### config.mk
export PLATFORM = sky130hd
export DESIGN_NAME = tuf_framer
export DESIGN_NICKNAME = d
export VERILOG_FILES = /design/src/hw/tuf_pkg.sv /design/src/hw/tuf_stream_if.sv /design/src/hw/tuf_buf2.sv /design/src/hw/tuf_framer.sv
export SDC_FILE = /design/constraint.sdc
export NUM_CORES = 1
export LEC_CHECK = 0
export ABC_AREA = 1
export CELL_PAD_IN_SITES_DETAIL_PLACEMENT = 0
export CELL_PAD_IN_SITES_GLOBAL_PLACEMENT = 1
export CORE_UTILIZATION = 40
export CTS_CLUSTER_DIAMETER = 100
export CTS_CLUSTER_SIZE = 14
export DETAILED_ROUTE_END_ITERATION = 6
export DONT_BUFFER_PORTS = 1
export HOLD_SLACK_MARGIN = 0.03
export PLACE_DENSITY = 0.7
export SYNTH_ARGS = -nofsm -noshare
export SYNTH_HDL_FRONTEND = slang
export SYNTH_SLANG_ARGS = --single-unit
### constraint.sdc
create_clock -name clk_i -period 5.89 [get_ports clk_i]
set_input_delay 1.178 -clock clk_i [delete_from_list [all_inputs] [get_ports clk_i]]
set_output_delay 1.178 -clock clk_i [all_outputs]
set_load 0.005 [all_outputs]
### src/hw/tuf_pkg.sv
// Package: constants shared by the touch controller serial command framer.
// Behaviour
// - Link runs 38400 baud, eight data bits, no parity, one stop bit.
// - Every command except wakeup A7 gets one reply byte, normally CA, plus result bytes; B8 to BE answer only after their argument byte.
// - Command bytes have bit 7 set; argument bytes have bit 7 clear.
// - Packets are five bytes with pressure enabled, four bytes otherwise.
// - Header is 1,0,0,L,0000 where L marks a five byte packet.
// - Second packet byte bit 6 is touch state: one touching, zero liftoff.
// - X and Y low bits in byte 2, high bits in bytes 3 and 4.
// - Fifth byte holds 7-bit pressure, sent only while pressure is enabled.
// - Reads B0 to B4 answer CA, except version read B2 answering C7.
// - Calibration count read B3 returns 00, 02, 05 or 0D after acknowledge.
// - Focus command B8 takes 00 to 3F, acknowledged and echoed.
// - Samples command BA takes 01,02,04,08,10 or 20, acknowledged and echoed.
// - Mode command BB takes 01, 02 or 04, acknowledged and echoed.
// - Max delta command BC takes 00 to 3F, acknowledged and echoed.
// - Toggle commands A0,A2,A3,A4,A5 invert their flag, reply CA and new state.
// - Minimum pressure is doubled internally; default value is 40.
// - Clock speed byte is 0 for slow oscillator, 1 for fast.
package tuf_pkg;
	localparam int CLK_HZ = 50_000_000;
	localparam int BAUD = 38400;
	localparam int BIT_CYC = CLK_HZ / BAUD;
	localparam logic [10:0] BIT_LAST = 11'(BIT_CYC - 1);
	localparam logic [10:0] HALF_LAST = 11'(BIT_CYC / 2 - 1);
	localparam logic [3:0] FRAME_BITS = 4'ha;
	localparam logic [7:0] CMD_FILTER = 8'ha0;
	localparam logic [7:0] CMD_PWRDN = 8'ha2;
	localparam logic [7:0] CMD_ECHO = 8'ha3;
	localparam logic [7:0] CMD_PRESS = 8'ha4;
	localparam logic [7:0] CMD_CALCHK = 8'ha5;
	localparam logic [7:0] CMD_WAKE = 8'ha7;
	localparam logic [7:0] CMD_SHUT = 8'ha8;
	localparam logic [7:0] CMD_SRESET = 8'haf;
	localparam logic [7:0] CMD_CLKRD = 8'hb0;
	localparam logic [7:0] CMD_PARAMS = 8'hb1;
	localparam logic [7:0] CMD_VERSION = 8'hb2;
	localparam logic [7:0] CMD_CALCNT = 8'hb3;
	localparam logic [7:0] CMD_CALPTS = 8'hb4;
	localparam logic [7:0] CMD_FOCUS = 8'hb8;
	localparam logic [7:0] CMD_SAMPLES = 8'hba;
	localparam logic [7:0] CMD_MODE = 8'hbb;
	localparam logic [7:0] CMD_DELTA = 8'hbc;
	localparam logic [7:0] CMD_CALSET = 8'hbd;
	localparam logic [7:0] CMD_MINP = 8'hbe;
	localparam logic [7:0] RPL_ACK = 8'hca;
	localparam logic [7:0] RPL_VERSION = 8'hc7;
	localparam logic [7:0] RPL_ERROR = 8'hc8;
	localparam logic [7:0] RPL_TEST_OK = 8'hcb;
	localparam logic [7:0] RPL_TEST_BAD = 8'hcc;
	localparam logic [7:0] RPL_RESEND = 8'hce;
	localparam logic [7:0] RPL_TIMEOUT = 8'hcf;
	localparam logic [5:0] DEF_FOCUS = 6'h04;
	localparam logic [5:0] DEF_SAMPLES = 6'h08;
	localparam logic [2:0] DEF_MODE = 3'h1;
	localparam logic [5:0] DEF_DELTA = 6'h08;
	localparam logic [6:0] DEF_MINP = 7'h28;
	localparam logic [3:0] PKT_LEN_SHORT = 4'h4;
	localparam logic [3:0] PKT_LEN_LONG = 4'h5;
	localparam logic [3:0] PARAMS_LEN = 4'hd;
endpackage

### src/hw/tuf_stream_if.sv
// Interface: valid/ready byte stream between the framer and its buffer.
`timescale 1ns/1ps
`default_nettype none
interface tuf_stream_if #(parameter int W = 8) ();
	logic valid;
	logic ready;
	logic [W-1:0] data;
	modport prod (output valid, output data, input ready);
	modport cons (input valid, input data, output ready);
endinterface
`default_nettype wire

### src/hw/tuf_buf2.sv
// Module: two-entry buffer with valid and ready on both sides.
`timescale 1ns/1ps
`default_nettype none
module tuf_buf2 #(
	parameter int W = 8
) (
	input wire logic clk_i,
	input wire logic rstn_i,
	tuf_stream_if.cons in_s,
	tuf_stream_if.prod out_s
);
	typedef struct packed {
		logic [1:0][W-1:0] ent;
		logic [1:0] cnt;
	} tuf_buf_s;
	tuf_buf_s st_ff;
	tuf_buf_s nxt_st;
	logic push;
	logic pop;
	assign in_s.ready = (st_ff.cnt != 2'h2);
	assign out_s.valid = (st_ff.cnt != 2'h0);
	assign out_s.data = st_ff.ent[0];
	always_comb
	begin
		nxt_st = st_ff;
		push = in_s.valid && in_s.ready;
		pop = out_s.valid && out_s.ready;
		if (pop)
		begin
			nxt_st.ent[0] = st_ff.ent[1];
		end
		if (push)
		begin
			nxt_st.ent[(!pop && st_ff.cnt == 2'h1) ? 1 : 0] = in_s.data;
		end
		case ({push, pop})
			2'b10: nxt_st.cnt = st_ff.cnt + 2'h1;
			2'b01: nxt_st.cnt = st_ff.cnt - 2'h1;
			default: nxt_st.cnt = st_ff.cnt;
		endcase
	end
	always_ff @(posedge clk_i)
	begin
		if (!rstn_i)
			st_ff <= '0;
		else
			st_ff <= nxt_st;
	end
endmodule // tuf_buf2
`default_nettype wire

### src/hw/tuf_framer.sv
// Module: serial command interpreter and touch packet framer, top level.
`timescale 1ns/1ps
`default_nettype none
module tuf_framer #(
	parameter logic [7:0] VER_YEAR = 8'h01,
	parameter logic [7:0] VER_MONTH = 8'h01,
	parameter logic [7:0] VER_DAY = 8'h01
) (
	input wire logic clk_i,
	input wire logic rstn_i,
	input wire logic uart_rx_i,
	output logic uart_tx_o,
	input wire logic clk_fast_i,
	input wire logic selftest_ok_i,
	input wire logic timeout_i,
	input wire logic resend_i,
	input wire logic rpt_valid_i,
	output logic rpt_ready_o,
	input wire logic rpt_touch_i,
	input wire logic [9:0] rpt_x_i,
	input wire logic [9:0] rpt_y_i,
	input wire logic [6:0] rpt_z_i,
	output logic [5:0] focus_o,
	output logic [5:0] samples_o,
	output logic [2:0] mode_o,
	output logic [5:0] max_delta_o,
	output logic [7:0] min_press_o,
	output logic [3:0] cal_count_o,
	output logic filter_en_o,
	output logic pwrdn_en_o,
	output logic echo_en_o,
	output logic press_en_o,
	output logic calchk_en_o,
	output logic wake_o,
	output logic shutdown_o,
	output logic soft_reset_o
);
	typedef enum logic [1:0] {RX_IDLE, RX_START, RX_DATA, RX_STOP} tuf_rx_e;
	typedef struct packed {
		logic [2:0] rx_sync;
		logic rx_lvl;
		tuf_rx_e rx_st;
		logic [10:0] rx_cnt;
		logic [2:0] rx_bit;
		logic [7:0] rx_sh;
		logic [7:0] hold;
		logic have;
		logic ovr;
		logic [2:0] clk_sync;
		logic clk_fast;
		logic tx_busy;
		logic [10:0] tx_cnt;
		logic [3:0] tx_bit;
		logic [9:0] tx_sh;
		logic [7:0] pend;
		logic wait_arg;
		logic [5:0] focus;
		logic [5:0] samples;
		logic [2:0] mode;
		logic [5:0] delta;
		logic [6:0] minp;
		logic [7:0] calsel;
		logic [3:0] calcnt;
		logic filt;
		logic pwr;
		logic echo;
		logic press;
		logic calchk;
		logic to_pend;
		logic rs_pend;
		logic wake;
		logic shut;
		logic sreset;
		logic [12:0][7:0] rbuf;
		logic [3:0] len;
	} tuf_st_s;
	localparam tuf_st_s ST_RST = '{
		rx_sync: 3'h7, rx_lvl: 1'b1, rx_st: RX_IDLE, tx_sh: 10'h3ff,
		focus: tuf_pkg::DEF_FOCUS, samples: tuf_pkg::DEF_SAMPLES,
		mode: tuf_pkg::DEF_MODE, delta: tuf_pkg::DEF_DELTA,
		minp: tuf_pkg::DEF_MINP, default: '0};
	tuf_st_s st_ff;
	tuf_st_s nxt_st;
	logic take;
	logic pkt_take;
	logic [7:0] b;
	tuf_stream_if #(.W(8)) push_s ();
	tuf_stream_if #(.W(8)) pop_s ();
	tuf_buf2 #(.W(8)) u_buf (
		.clk_i(clk_i),
		.rstn_i(rstn_i),
		.in_s(push_s.cons),
		.out_s(pop_s.prod)
	);
	// A stalled transmitter holds the reply queue, which in turn holds off new reports.
	assign take = st_ff.have && (st_ff.len == 4'h0);
	assign rpt_ready_o = (st_ff.len == 4'h0) && !st_ff.have && !st_ff.ovr
		&& !st_ff.to_pend && !st_ff.rs_pend;
	assign pkt_take = rpt_valid_i && rpt_ready_o;
	assign b = st_ff.hold;
	assign push_s.valid = (st_ff.len != 4'h0);
	assign push_s.data = st_ff.rbuf[0];
	assign pop_s.ready = !st_ff.tx_busy;
	assign uart_tx_o = st_ff.tx_sh[0];
	assign focus_o = st_ff.focus;
	assign samples_o = st_ff.samples;
	assign mode_o = st_ff.mode;
	assign max_delta_o = st_ff.delta;
	assign min_press_o = {st_ff.minp, 1'b0};
	assign cal_count_o = st_ff.calcnt;
	assign filter_en_o = st_ff.filt;
	assign pwrdn_en_o = st_ff.pwr;
	assign echo_en_o = st_ff.echo;
	assign press_en_o = st_ff.press;
	assign calchk_en_o = st_ff.calchk;
	assign wake_o = st_ff.wake;
	assign shutdown_o = st_ff.shut;
	assign soft_reset_o = st_ff.sreset;
	always_comb
	begin
		nxt_st = st_ff;
		nxt_st.wake = 1'b0;
		nxt_st.shut = 1'b0;
		nxt_st.sreset = 1'b0;
		// A pin level counts only once the second and third stages agree.
		nxt_st.rx_sync = {st_ff.rx_sync[1:0], uart_rx_i};
		if (st_ff.rx_sync[1] == st_ff.rx_sync[2])
			nxt_st.rx_lvl = st_ff.rx_sync[2];
		nxt_st.clk_sync = {st_ff.clk_sync[1:0], clk_fast_i};
		if (st_ff.clk_sync[1] == st_ff.clk_sync[2])
			nxt_st.clk_fast = st_ff.clk_sync[2];
		if (timeout_i)
			nxt_st.to_pend = 1'b1;
		if (resend_i)
			nxt_st.rs_pend = 1'b1;
		// Reply queue drains one byte per accepted push.
		if (push_s.valid && push_s.ready)
		begin
			nxt_st.rbuf = {8'h00, st_ff.rbuf[12:1]};
			nxt_st.len = st_ff.len - 4'h1;
		end
		if (take)
		begin
			nxt_st.have = 1'b0;
			nxt_st.rbuf = '0;
			nxt_st.rbuf[0] = tuf_pkg::RPL_ACK;
			nxt_st.len = 4'h2;
			if (b[7])
			begin
				nxt_st.wait_arg = 1'b0;
				case (b)
					tuf_pkg::CMD_FILTER:
					begin
						nxt_st.filt = !st_ff.filt;
						nxt_st.rbuf[1] = {7'h00, !st_ff.filt};
					end
					tuf_pkg::CMD_PWRDN:
					begin
						nxt_st.pwr = !st_ff.pwr;
						nxt_st.rbuf[1] = {7'h00, !st_ff.pwr};
					end
					tuf_pkg::CMD_ECHO:
					begin
						nxt_st.echo = !st_ff.echo;
						nxt_st.rbuf[1] = {7'h00, !st_ff.echo};
					end
					tuf_pkg::CMD_PRESS:
					begin
						nxt_st.press = !st_ff.press;
						nxt_st.rbuf[1] = {7'h00, !st_ff.press};
					end
					tuf_pkg::CMD_CALCHK:
					begin
						nxt_st.calchk = !st_ff.calchk;
						nxt_st.rbuf[1] = {7'h00, !st_ff.calchk};
					end
					tuf_pkg::CMD_WAKE:
					begin
						// Wakeup is never answered; the host must pace itself.
						nxt_st.wake = 1'b1;
						nxt_st.len = 4'h0;
					end
					tuf_pkg::CMD_SHUT:
					begin
						nxt_st.shut = 1'b1;
						nxt_st.len = 4'h1;
					end
					tuf_pkg::CMD_SRESET:
					begin
						nxt_st.sreset = 1'b1;
						nxt_st.rbuf[1] = selftest_ok_i ? tuf_pkg::RPL_TEST_OK
							: tuf_pkg::RPL_TEST_BAD;
					end
					tuf_pkg::CMD_CLKRD:
						nxt_st.rbuf[1] = {7'h00, st_ff.clk_fast};
					tuf_pkg::CMD_PARAMS:
					begin
						nxt_st.rbuf[1] = VER_YEAR;
						nxt_st.rbuf[2] = {5'h00, st_ff.mode};
						nxt_st.rbuf[3] = {7'h00, st_ff.pwr};
						nxt_st.rbuf[4] = {2'h0, st_ff.samples};
						nxt_st.rbuf[5] = {7'h00, st_ff.clk_fast};
						nxt_st.rbuf[6] = VER_MONTH;
						nxt_st.rbuf[7] = VER_DAY;
						nxt_st.rbuf[8] = {2'h0, st_ff.focus};
						nxt_st.rbuf[9] = {2'h0, st_ff.delta};
						nxt_st.rbuf[10] = {4'h0, st_ff.calcnt};
						nxt_st.rbuf[11] = {2'h0, st_ff.calchk, st_ff.press, st_ff.echo,
							st_ff.pwr, 1'b0, st_ff.filt};
						nxt_st.rbuf[12] = {1'b0, st_ff.minp};
						nxt_st.len = tuf_pkg::PARAMS_LEN;
					end
					tuf_pkg::CMD_VERSION:
					begin
						nxt_st.rbuf[0] = tuf_pkg::RPL_VERSION;
						nxt_st.rbuf[1] = VER_YEAR;
						nxt_st.rbuf[2] = VER_MONTH;
						nxt_st.rbuf[3] = VER_DAY;
						nxt_st.len = 4'h4;
					end
					// No point table is held here, so both reads return the count only.
					tuf_pkg::CMD_CALCNT, tuf_pkg::CMD_CALPTS:
						nxt_st.rbuf[1] = {4'h0, st_ff.calcnt};
					tuf_pkg::CMD_FOCUS, tuf_pkg::CMD_SAMPLES, tuf_pkg::CMD_MODE,
					tuf_pkg::CMD_DELTA, tuf_pkg::CMD_CALSET, tuf_pkg::CMD_MINP:
					begin
						nxt_st.pend = b;
						nxt_st.wait_arg = 1'b1;
						nxt_st.len = 4'h0;
					end
					default:
					begin
						nxt_st.rbuf[0] = tuf_pkg::RPL_ERROR;
						nxt_st.len = 4'h1;
					end
				endcase
			end
			else if (st_ff.wait_arg)
			begin
				nxt_st.wait_arg = 1'b0;
				nxt_st.rbuf[1] = b;
				case (st_ff.pend)
					tuf_pkg::CMD_FOCUS:
						nxt_st.focus = b[5:0];
					tuf_pkg::CMD_SAMPLES:
						if ($onehot(b[5:0]))
							nxt_st.samples = b[5:0];
						else
							nxt_st.len = 4'h0;
					tuf_pkg::CMD_MODE:
						if (b == 8'h01 || b == 8'h02 || b == 8'h04)
							nxt_st.mode = b[2:0];
						else
							nxt_st.len = 4'h0;
					tuf_pkg::CMD_DELTA:
						nxt_st.delta = b[5:0];
					tuf_pkg::CMD_CALSET:
					begin
						nxt_st.calsel = b;
						case (b[6:4])
							3'h1: nxt_st.calcnt = 4'h2;
							3'h2: nxt_st.calcnt = 4'h5;
							3'h4: nxt_st.calcnt = 4'hd;
							default: nxt_st.len = 4'h0;
						endcase
					end
					tuf_pkg::CMD_MINP:
						nxt_st.minp = b[6:0];
					default:
						nxt_st.len = 4'h0;
				endcase
				// A refused argument is answered with the error code alone.
				if (nxt_st.len == 4'h0)
				begin
					nxt_st.rbuf[0] = tuf_pkg::RPL_ERROR;
					nxt_st.rbuf[1] = 8'h00;
					nxt_st.len = 4'h1;
				end
			end
			else
				nxt_st.len = 4'h0;
		end
		else if (st_ff.len == 4'h0 && st_ff.ovr)
		begin
			nxt_st.ovr = 1'b0;
			nxt_st.rbuf[0] = tuf_pkg::RPL_ERROR;
			nxt_st.len = 4'h1;
		end
		else if (st_ff.len == 4'h0 && st_ff.to_pend)
		begin
			nxt_st.to_pend = timeout_i;
			nxt_st.rbuf[0] = tuf_pkg::RPL_TIMEOUT;
			nxt_st.len = 4'h1;
		end
		else if (st_ff.len == 4'h0 && st_ff.rs_pend)
		begin
			nxt_st.rs_pend = resend_i;
			nxt_st.rbuf[0] = tuf_pkg::RPL_RESEND;
			nxt_st.len = 4'h1;
		end
		else if (pkt_take)
		begin
			nxt_st.rbuf[0] = {1'b1, 2'b00, st_ff.press, 4'h0};
			nxt_st.rbuf[1] = {1'b0, rpt_touch_i, rpt_x_i[2:0], rpt_y_i[2:0]};
			nxt_st.rbuf[2] = {1'b0, rpt_x_i[9:3]};
			nxt_st.rbuf[3] = {1'b0, rpt_y_i[9:3]};
			nxt_st.rbuf[4] = {1'b0, rpt_z_i};
			nxt_st.len = st_ff.press ? tuf_pkg::PKT_LEN_LONG
				: tuf_pkg::PKT_LEN_SHORT;
		end
		// Receiver: start is rechecked at mid bit, then each bit is sampled mid cell.
		case (st_ff.rx_st)
			RX_IDLE:
				if (!st_ff.rx_lvl)
				begin
					nxt_st.rx_cnt = tuf_pkg::HALF_LAST;
					nxt_st.rx_st = RX_START;
				end
			RX_START:
				if (st_ff.rx_cnt != 11'h000)
					nxt_st.rx_cnt = st_ff.rx_cnt - 11'h001;
				else if (!st_ff.rx_lvl)
				begin
					nxt_st.rx_cnt = tuf_pkg::BIT_LAST;
					nxt_st.rx_bit = 3'h0;
					nxt_st.rx_st = RX_DATA;
				end
				else
					nxt_st.rx_st = RX_IDLE;
			RX_DATA:
				if (st_ff.rx_cnt != 11'h000)
					nxt_st.rx_cnt = st_ff.rx_cnt - 11'h001;
				else
				begin
					nxt_st.rx_sh = {st_ff.rx_lvl, st_ff.rx_sh[7:1]};
					nxt_st.rx_cnt = tuf_pkg::BIT_LAST;
					nxt_st.rx_bit = st_ff.rx_bit + 3'h1;
					if (st_ff.rx_bit == 3'h7)
						nxt_st.rx_st = RX_STOP;
				end
			RX_STOP:
				if (st_ff.rx_cnt != 11'h000)
					nxt_st.rx_cnt = st_ff.rx_cnt - 11'h001;
				else
				begin
					nxt_st.rx_st = RX_IDLE;
					// A low stop bit marks a broken frame and the byte is dropped.
					if (st_ff.rx_lvl)
					begin
						if (nxt_st.have)
							nxt_st.ovr = 1'b1;
						nxt_st.hold = st_ff.rx_sh;
						nxt_st.have = 1'b1;
					end
				end
			default:
				nxt_st.rx_st = RX_IDLE;
		endcase
		// Transmitter: start bit, eight data bits LSB first, one stop bit.
		if (!st_ff.tx_busy)
		begin
			if (pop_s.valid)
			begin
				nxt_st.tx_sh = {1'b1, pop_s.data, 1'b0};
				nxt_st.tx_busy = 1'b1;
				nxt_st.tx_cnt = tuf_pkg::BIT_LAST;
				nxt_st.tx_bit = tuf_pkg::FRAME_BITS - 4'h1;
			end
		end
		else if (st_ff.tx_cnt != 11'h000)
			nxt_st.tx_cnt = st_ff.tx_cnt - 11'h001;
		else
		begin
			nxt_st.tx_sh = {1'b1, st_ff.tx_sh[9:1]};
			nxt_st.tx_cnt = tuf_pkg::BIT_LAST;
			nxt_st.tx_bit = st_ff.tx_bit - 4'h1;
			if (st_ff.tx_bit == 4'h0)
				nxt_st.tx_busy = 1'b0;
		end
	end
	always_ff @(posedge clk_i)
	begin
		if (!rstn_i)
			st_ff <= ST_RST;
		else
			st_ff <= nxt_st;
	end
endmodule // tuf_framer
`default_nettype wire

## After elaboration in Yosys (flattened, before gate mapping)

Index checks and enable logic that the tools add are counted.

- Flip-flop bits (word level): 245
- Word-level logic and storage cells: 260

- Reduce and logical (&&, ||, !) cells: 67
- $add $sub $neg: 12
- Muxes and demuxes: 76
- Bitwise operators: 2
- Equality and inequality tests: 51
- Order comparisons: 2

Operators by type and width:

| kind | number |
|---|---|
| 8-bit equality test (second input constant) | 25 |
| 108-bit 2-to-1 mux | 1 |
| 32-bit 2-to-1 mux | 3 |
| 44-bit 2-to-1 mux | 2 |
| 87-bit 2-to-1 mux | 1 |
| 8-bit one-hot mux with 9 select lines | 1 |
| 71-bit 2-to-1 mux | 1 |
| 64-bit 2-to-1 mux | 1 |
| 11-bit 2-to-1 mux | 5 |
| 26-bit 2-to-1 mux | 2 |
| 13-bit one-hot mux with 4 select lines | 1 |
| 12-bit 2-to-1 mux | 3 |
| 32-bit by 1-bit greater-or-equal comparator with 1-bit output (second input constant) | 1 |
| 32-bit by 3-bit less-than comparator with 1-bit output (second input constant) | 1 |
| 14-bit 2-to-1 mux | 2 |
| 3-bit AND reduction | 9 |
| 2-bit 2-to-1 mux | 13 |
| 8-bit 2-to-1 mux | 3 |
| 11-bit nonzero test | 2 |
| 11-bit by 1-bit subtractor with 11-bit output (second input constant) | 2 |
| 20-bit 2-to-1 mux | 1 |
| 5-bit AND reduction | 4 |
| 19-bit 2-to-1 mux | 1 |
| 1-bit 2-to-1 mux | 18 |
| 49 further kinds | 107 |

## Logic depth before layout (Yosys ltp)

- Word-level depth: 14
- Mapped depth: 16

## Cells and area by module

From an unflattened synthesis, not the netlist that was laid out.

- Cell total of the unflattened synthesis: 1534
- Area, all modules: 11273.3 um^2

By module, submodules not included:

| module | cells an instance | area each (um^2) | sequential area each (um^2) | instances |
|---|---|---|---|---|
| tuf_framer | 1394 | 10323.7 | 4504.3 | 1 |
| tuf_buf2 | 140 | 949.7 | 360.3 | 1 |

## Worst setup path after synthesis

OpenSTA, ideal clock, no wires.

- Path kind: flip-flop to flip-flop
- From: reg st_ff, in the netlist b[0]
- To: reg st_ff, in the netlist samples_o[0]
- Path slack: 2.847 ns
- Data required time: 5.820 ns
- Arrival time: 2.974 ns
- Setup time: 0.070 ns
- Stages on the path, launching flop included: 15
- Path through: dfxtp_1 -> inv_1 -> fa_1 -> fa_1 -> inv_1 -> ha_1 -> fa_1 -> nor2_1 -> nand2_1 -> nor2_1 -> nand3_1 -> nor2_1 -> buf_2 -> o21ai_0 -> a21oi_1

- Longest elaborated chain between the ends: 5

RTL lines:

| item | RTL line | text |
|---|---|---|
| start, declared | tuf_framer.sv:82 | `tuf_st_s st_ff;` |
| start signal, assigned | tuf_framer.sv:386 | `st_ff <= nxt_st;` |
| 1-bit by 1-bit adder with 2-bit output (implied by the code) | tuf_framer.sv:246 | `if ($onehot(b[5:0]))` |
| 2-bit by 2-bit adder with 3-bit output (implied by the code) | tuf_framer.sv:246 |  |
| 3-bit by 2-bit adder with 3-bit output (implied by the code) | tuf_framer.sv:246 |  |
| 3-bit by 1-bit equality test with 1-bit output | tuf_framer.sv:246 |  |
| 5-bit AND reduction (no source line) | -- |  |

Several ways; a longest one is shown, not always the timed one.
A chain may end at the register's enable or synchronous reset.

## Final worst setup path

Ends and elaborated chain as after synthesis.

==> results.yml <==
floorplan:
  dieArea_um2: 28000
  initial_core_util_pct: 40.6
  placementRows: 60
  die_w_um: 167
  core-area_um2: 26900
  die_h_um: 167
  ios: 79
clock_network:
  cts-resized-gates: 0
  htreeDepth: 1
  cts_inserted_buffers: 21
  clock_latency_ps: 520
  cts.clk_slew.worst_paths_ps: 70
  postCtsSetupBuffers: 0
  cts_tree: "done"
  cts.path.max_buffers: 3
  root_buffer: "clkbuf_16"
  cts_hold_buf: 0
  cts_num_sinks: 243
placement:
  gp_congestion: 0.924
  portBuffers: 0
  placed_area_um2: 10800
  hpwl_um: 20200
critical_path:
  cp_max_fo: 11
  reg2reg_setup_slack_ps: 2220
  criticalPathCategory: "reg -> reg"
  cp_data_required_time_ps: 6340
  worstRegToRegCells: 13
  end_kind: "register"
  cp-start-kind: "register"
  r2r_end: "samples_o[0]$_SDFFE_PN0P_"
  worstReg2RegStart: "b[0]$_SDFFE_PN0P_"
  arrival_ps: 4120
global_route:
  grt-ovfl-total: 0
  grt_max_degree: 89
  antenna_found_initial: 0
  grt_pass1_vias: 8534
  grt_use_total_pct: 21.1
  grt_pass1_wl_um: 47300
synth:
  synth-edff-count: 0
  yosys_warnings: 0
  avgSynthCellArea_um2: 7.48
  synth_fp_nets: 1514
  synthMuxAreaShare_pct: 0
  async_flop_share_pct: 0
  yosysUniqueCellTypes: 54
  synth_xor_area_share_pct: 1.20
  yosys.area_share.simple_pct: 22.7
  yosys.area_share.adder_pct: 2.38
  synth-main-ff-cell: "dfxtp_1"
  synth_top_family_by_area: "simple AND/OR/NAND/NOR gates"
  syn_inst: 1459
  syn-cell-area_um2: 10900
  synth_compound_area_share_pct: 18.6
  yosysSeqAreaShare_pct: 44.6
  synth-seq-cells: 243
timing:
  maxSlewViolCount: 0
  skew_ps: 20.4
  finalHoldViolCount: 0
  relSlewSlack_pct: 35.6
  fin_tns_setup_ps: 0
  setup_viol: 0
  max_slew.worst_pin.slew_ps: 966
  fmax_ghz: 0.272
  fin_crit_sh_pct: 62.3
  fin_crit_ps: 3670
  rsz0062_at_grt: "no"
final_layout:
  drive_gt1_share_pct: 5.14
  area_growth_syn_to_layout_pct: 3.44
  fin_area_um2: 11300
  layout.nets: 1436
  antenna_cells: 0
  final_core_util_pct: 42.0
worst_hold_path:
  hold_depth: 2
  hp-start: "nxt_st[195]$_SDFF_PN0_"
  hold_end: "nxt_st[196]$_SDFF_PN0_"
  hold_path_class: "reg -> reg"
drt:
  ant_nets: 0
  vias_per_cell: 5.24
  finalWirelength_um: 29600
  drt-pass1-iter-count: 5
  vias: 9025
  drt_iter0_markers: 602
  drcViolationCount: 0
  wl_per_cell_um: 17.2
flow_run:
  drv_cap: 0
power_and_ir_drop:
  p_int_mw: 2.85
  power.share.combinational_pct: 29.1
  p_per_area_nw_per_um2: 399
  vdd_drop_max_v: 0.000251
  p_clk_share_pct: 27.5
  p_sw_mw: 1.66
  power_leakage_nw: 4.38
  power_mw: 4.51
  p_sw_share_pct: 36.8
  p_seq_share_pct: 43.5
outcome:
  outcome: "complete, no violations"
==> metrics by stage <==
stage / hold slack [ps] / instances / setup slack, ps
6_report: 412 / 1721 / 2220
5_1_grt: 435 / 1721 / 1960
4_1_cts: 416 / 1721 / 2270
3_5_place_dp: 401 / 1699 / 2330
3_3_place_gp: 400 / 1699 / 2360
2_1_floorplan: 390 / 1459 / 2850
==> worst max-delay path, cell delays in order, from the launching register on <==
cell and delay, ps:
dfxtp_1 420, inv_1 220, fa_1 550, fa_1 500, inv_1 40, ha_1 190
fa_1 480, nor2_1 110, nand2_1 70, nor2_1 100, nand3_1 90, nor2_1 530
o21ai_0 170, a21oi_1 140
==> layer usage <==
| layer | vias to the layer above | routed length [um] | GRT usage, % |
|---|---|---|---|
| met5 | - | 0 | 0 |
| met4 | 0 | 710 | 5.98 |
| met3 | 41 | 1450 | 3.47 |
| met2 | 153 | 13600 | 34.9 |
| met1 | 4213 | 13900 | 28.3 |
| li1 | 4618 | - | - |
==> final cells by class <==
cell class | count | area [um2]
clock buffer | 21 | 526
multi-input combinational | 975 | 4910
sequential | 243 | 4860
clock inverter | 1 | 11.3
tap | 341 | 427
inverter | 138 | 524
fill | 2790 | 15600
timing repair buffer | 2 | 27.5
==> flip-flops by register name, summed over array words and instances, names as in the netlist, 3 cells and up <==
signal / flops
mode_o: 3
b: 8
max_delta_o: 6
st_ff: 165
samples_o: 6
push_s.data: 8
min_press_o: 7
focus_o: 6
u_buf.out_s.data: 8
cal_count_o: 3
nxt_st: 4
u_buf.st_ff: 10
==> placed cells by master, fill, tap and decap left out, drive strengths merged, types with 2 or more instances in the layout <==
cell	instances
o21ai	106
nor3	24
ha	16
nand4	7
xnor2	6
a31oi	22
buf	2
or2	7
nor2	161
nor4	2
o21a	3
dfxtp	243
nor3b	2
a211oi	19
nand2	320
a311oi	6
clkbuf	21
xor2	9
o221ai	8
o211ai	19
fa	3
o31ai	2
a21oi	147
a221oi	5
nand3	61
o32ai	2
inv	138
nand3b	3
o22ai	9
==> power by group through the flow <==
stage,logic (mW),registers [mW],clock network (mW)
finish,1.31,1.96,1.24
detailed placement,1.32,1.99,0
CTS,1.33,1.96,1.27
global route,1.50,1.99,1.33
global placement,1.31,2.00,0
floorplan,1.13,1.96,0
==> cells in the mapped netlist (13+ instances only) <==
cell type	instances	area share [%]
a21oi_1	147	6.7
a211oi_1	13	0.89
clkbuf_1	31	1.1
nor3_1	21	0.96
buf_2	17	0.78
ha_1	16	1.8
nor2_1	154	5.3
o21ai_0	100	4.6
o211ai_1	19	1.3
dfxtp_1	243	45
a31oi_1	22	1.3
inv_1	127	4.4
buf_4	47	3.2
nand2_1	315	11
nand3_1	57	2.6
==> cell families (layout without fill, tap and decap cells) <==
group,Yosys count,in the layout
xor gates and xnor gates,15,15
AOI/OAI and AO/OA,352,352
other,1,1
DFF,243,243
adders and majority gates,19,19
and+or+nand+nor,588,588
buffers and inverters,241,162
==> worst max path at each step <==
stage                                     end              start  slack (ps)
finish              samples_o[0]$_SDFFE_PN0P_  b[0]$_SDFFE_PN0P_        2220
global route        samples_o[1]$_SDFFE_PN0P_  b[1]$_SDFFE_PN0P_        1960
CTS                 samples_o[5]$_SDFFE_PN0P_  b[0]$_SDFFE_PN0P_        2270
detailed placement  samples_o[0]$_SDFFE_PN0P_  b[0]$_SDFFE_PN0P_        2330
global placement    samples_o[1]$_SDFFE_PN0P_  b[0]$_SDFFE_PN0P_        2360
floorplan           samples_o[0]$_SDFFE_PN0P_  b[0]$_SDFFE_PN0P_        2850
No activity file was read; power rests on OpenSTA's default activity.
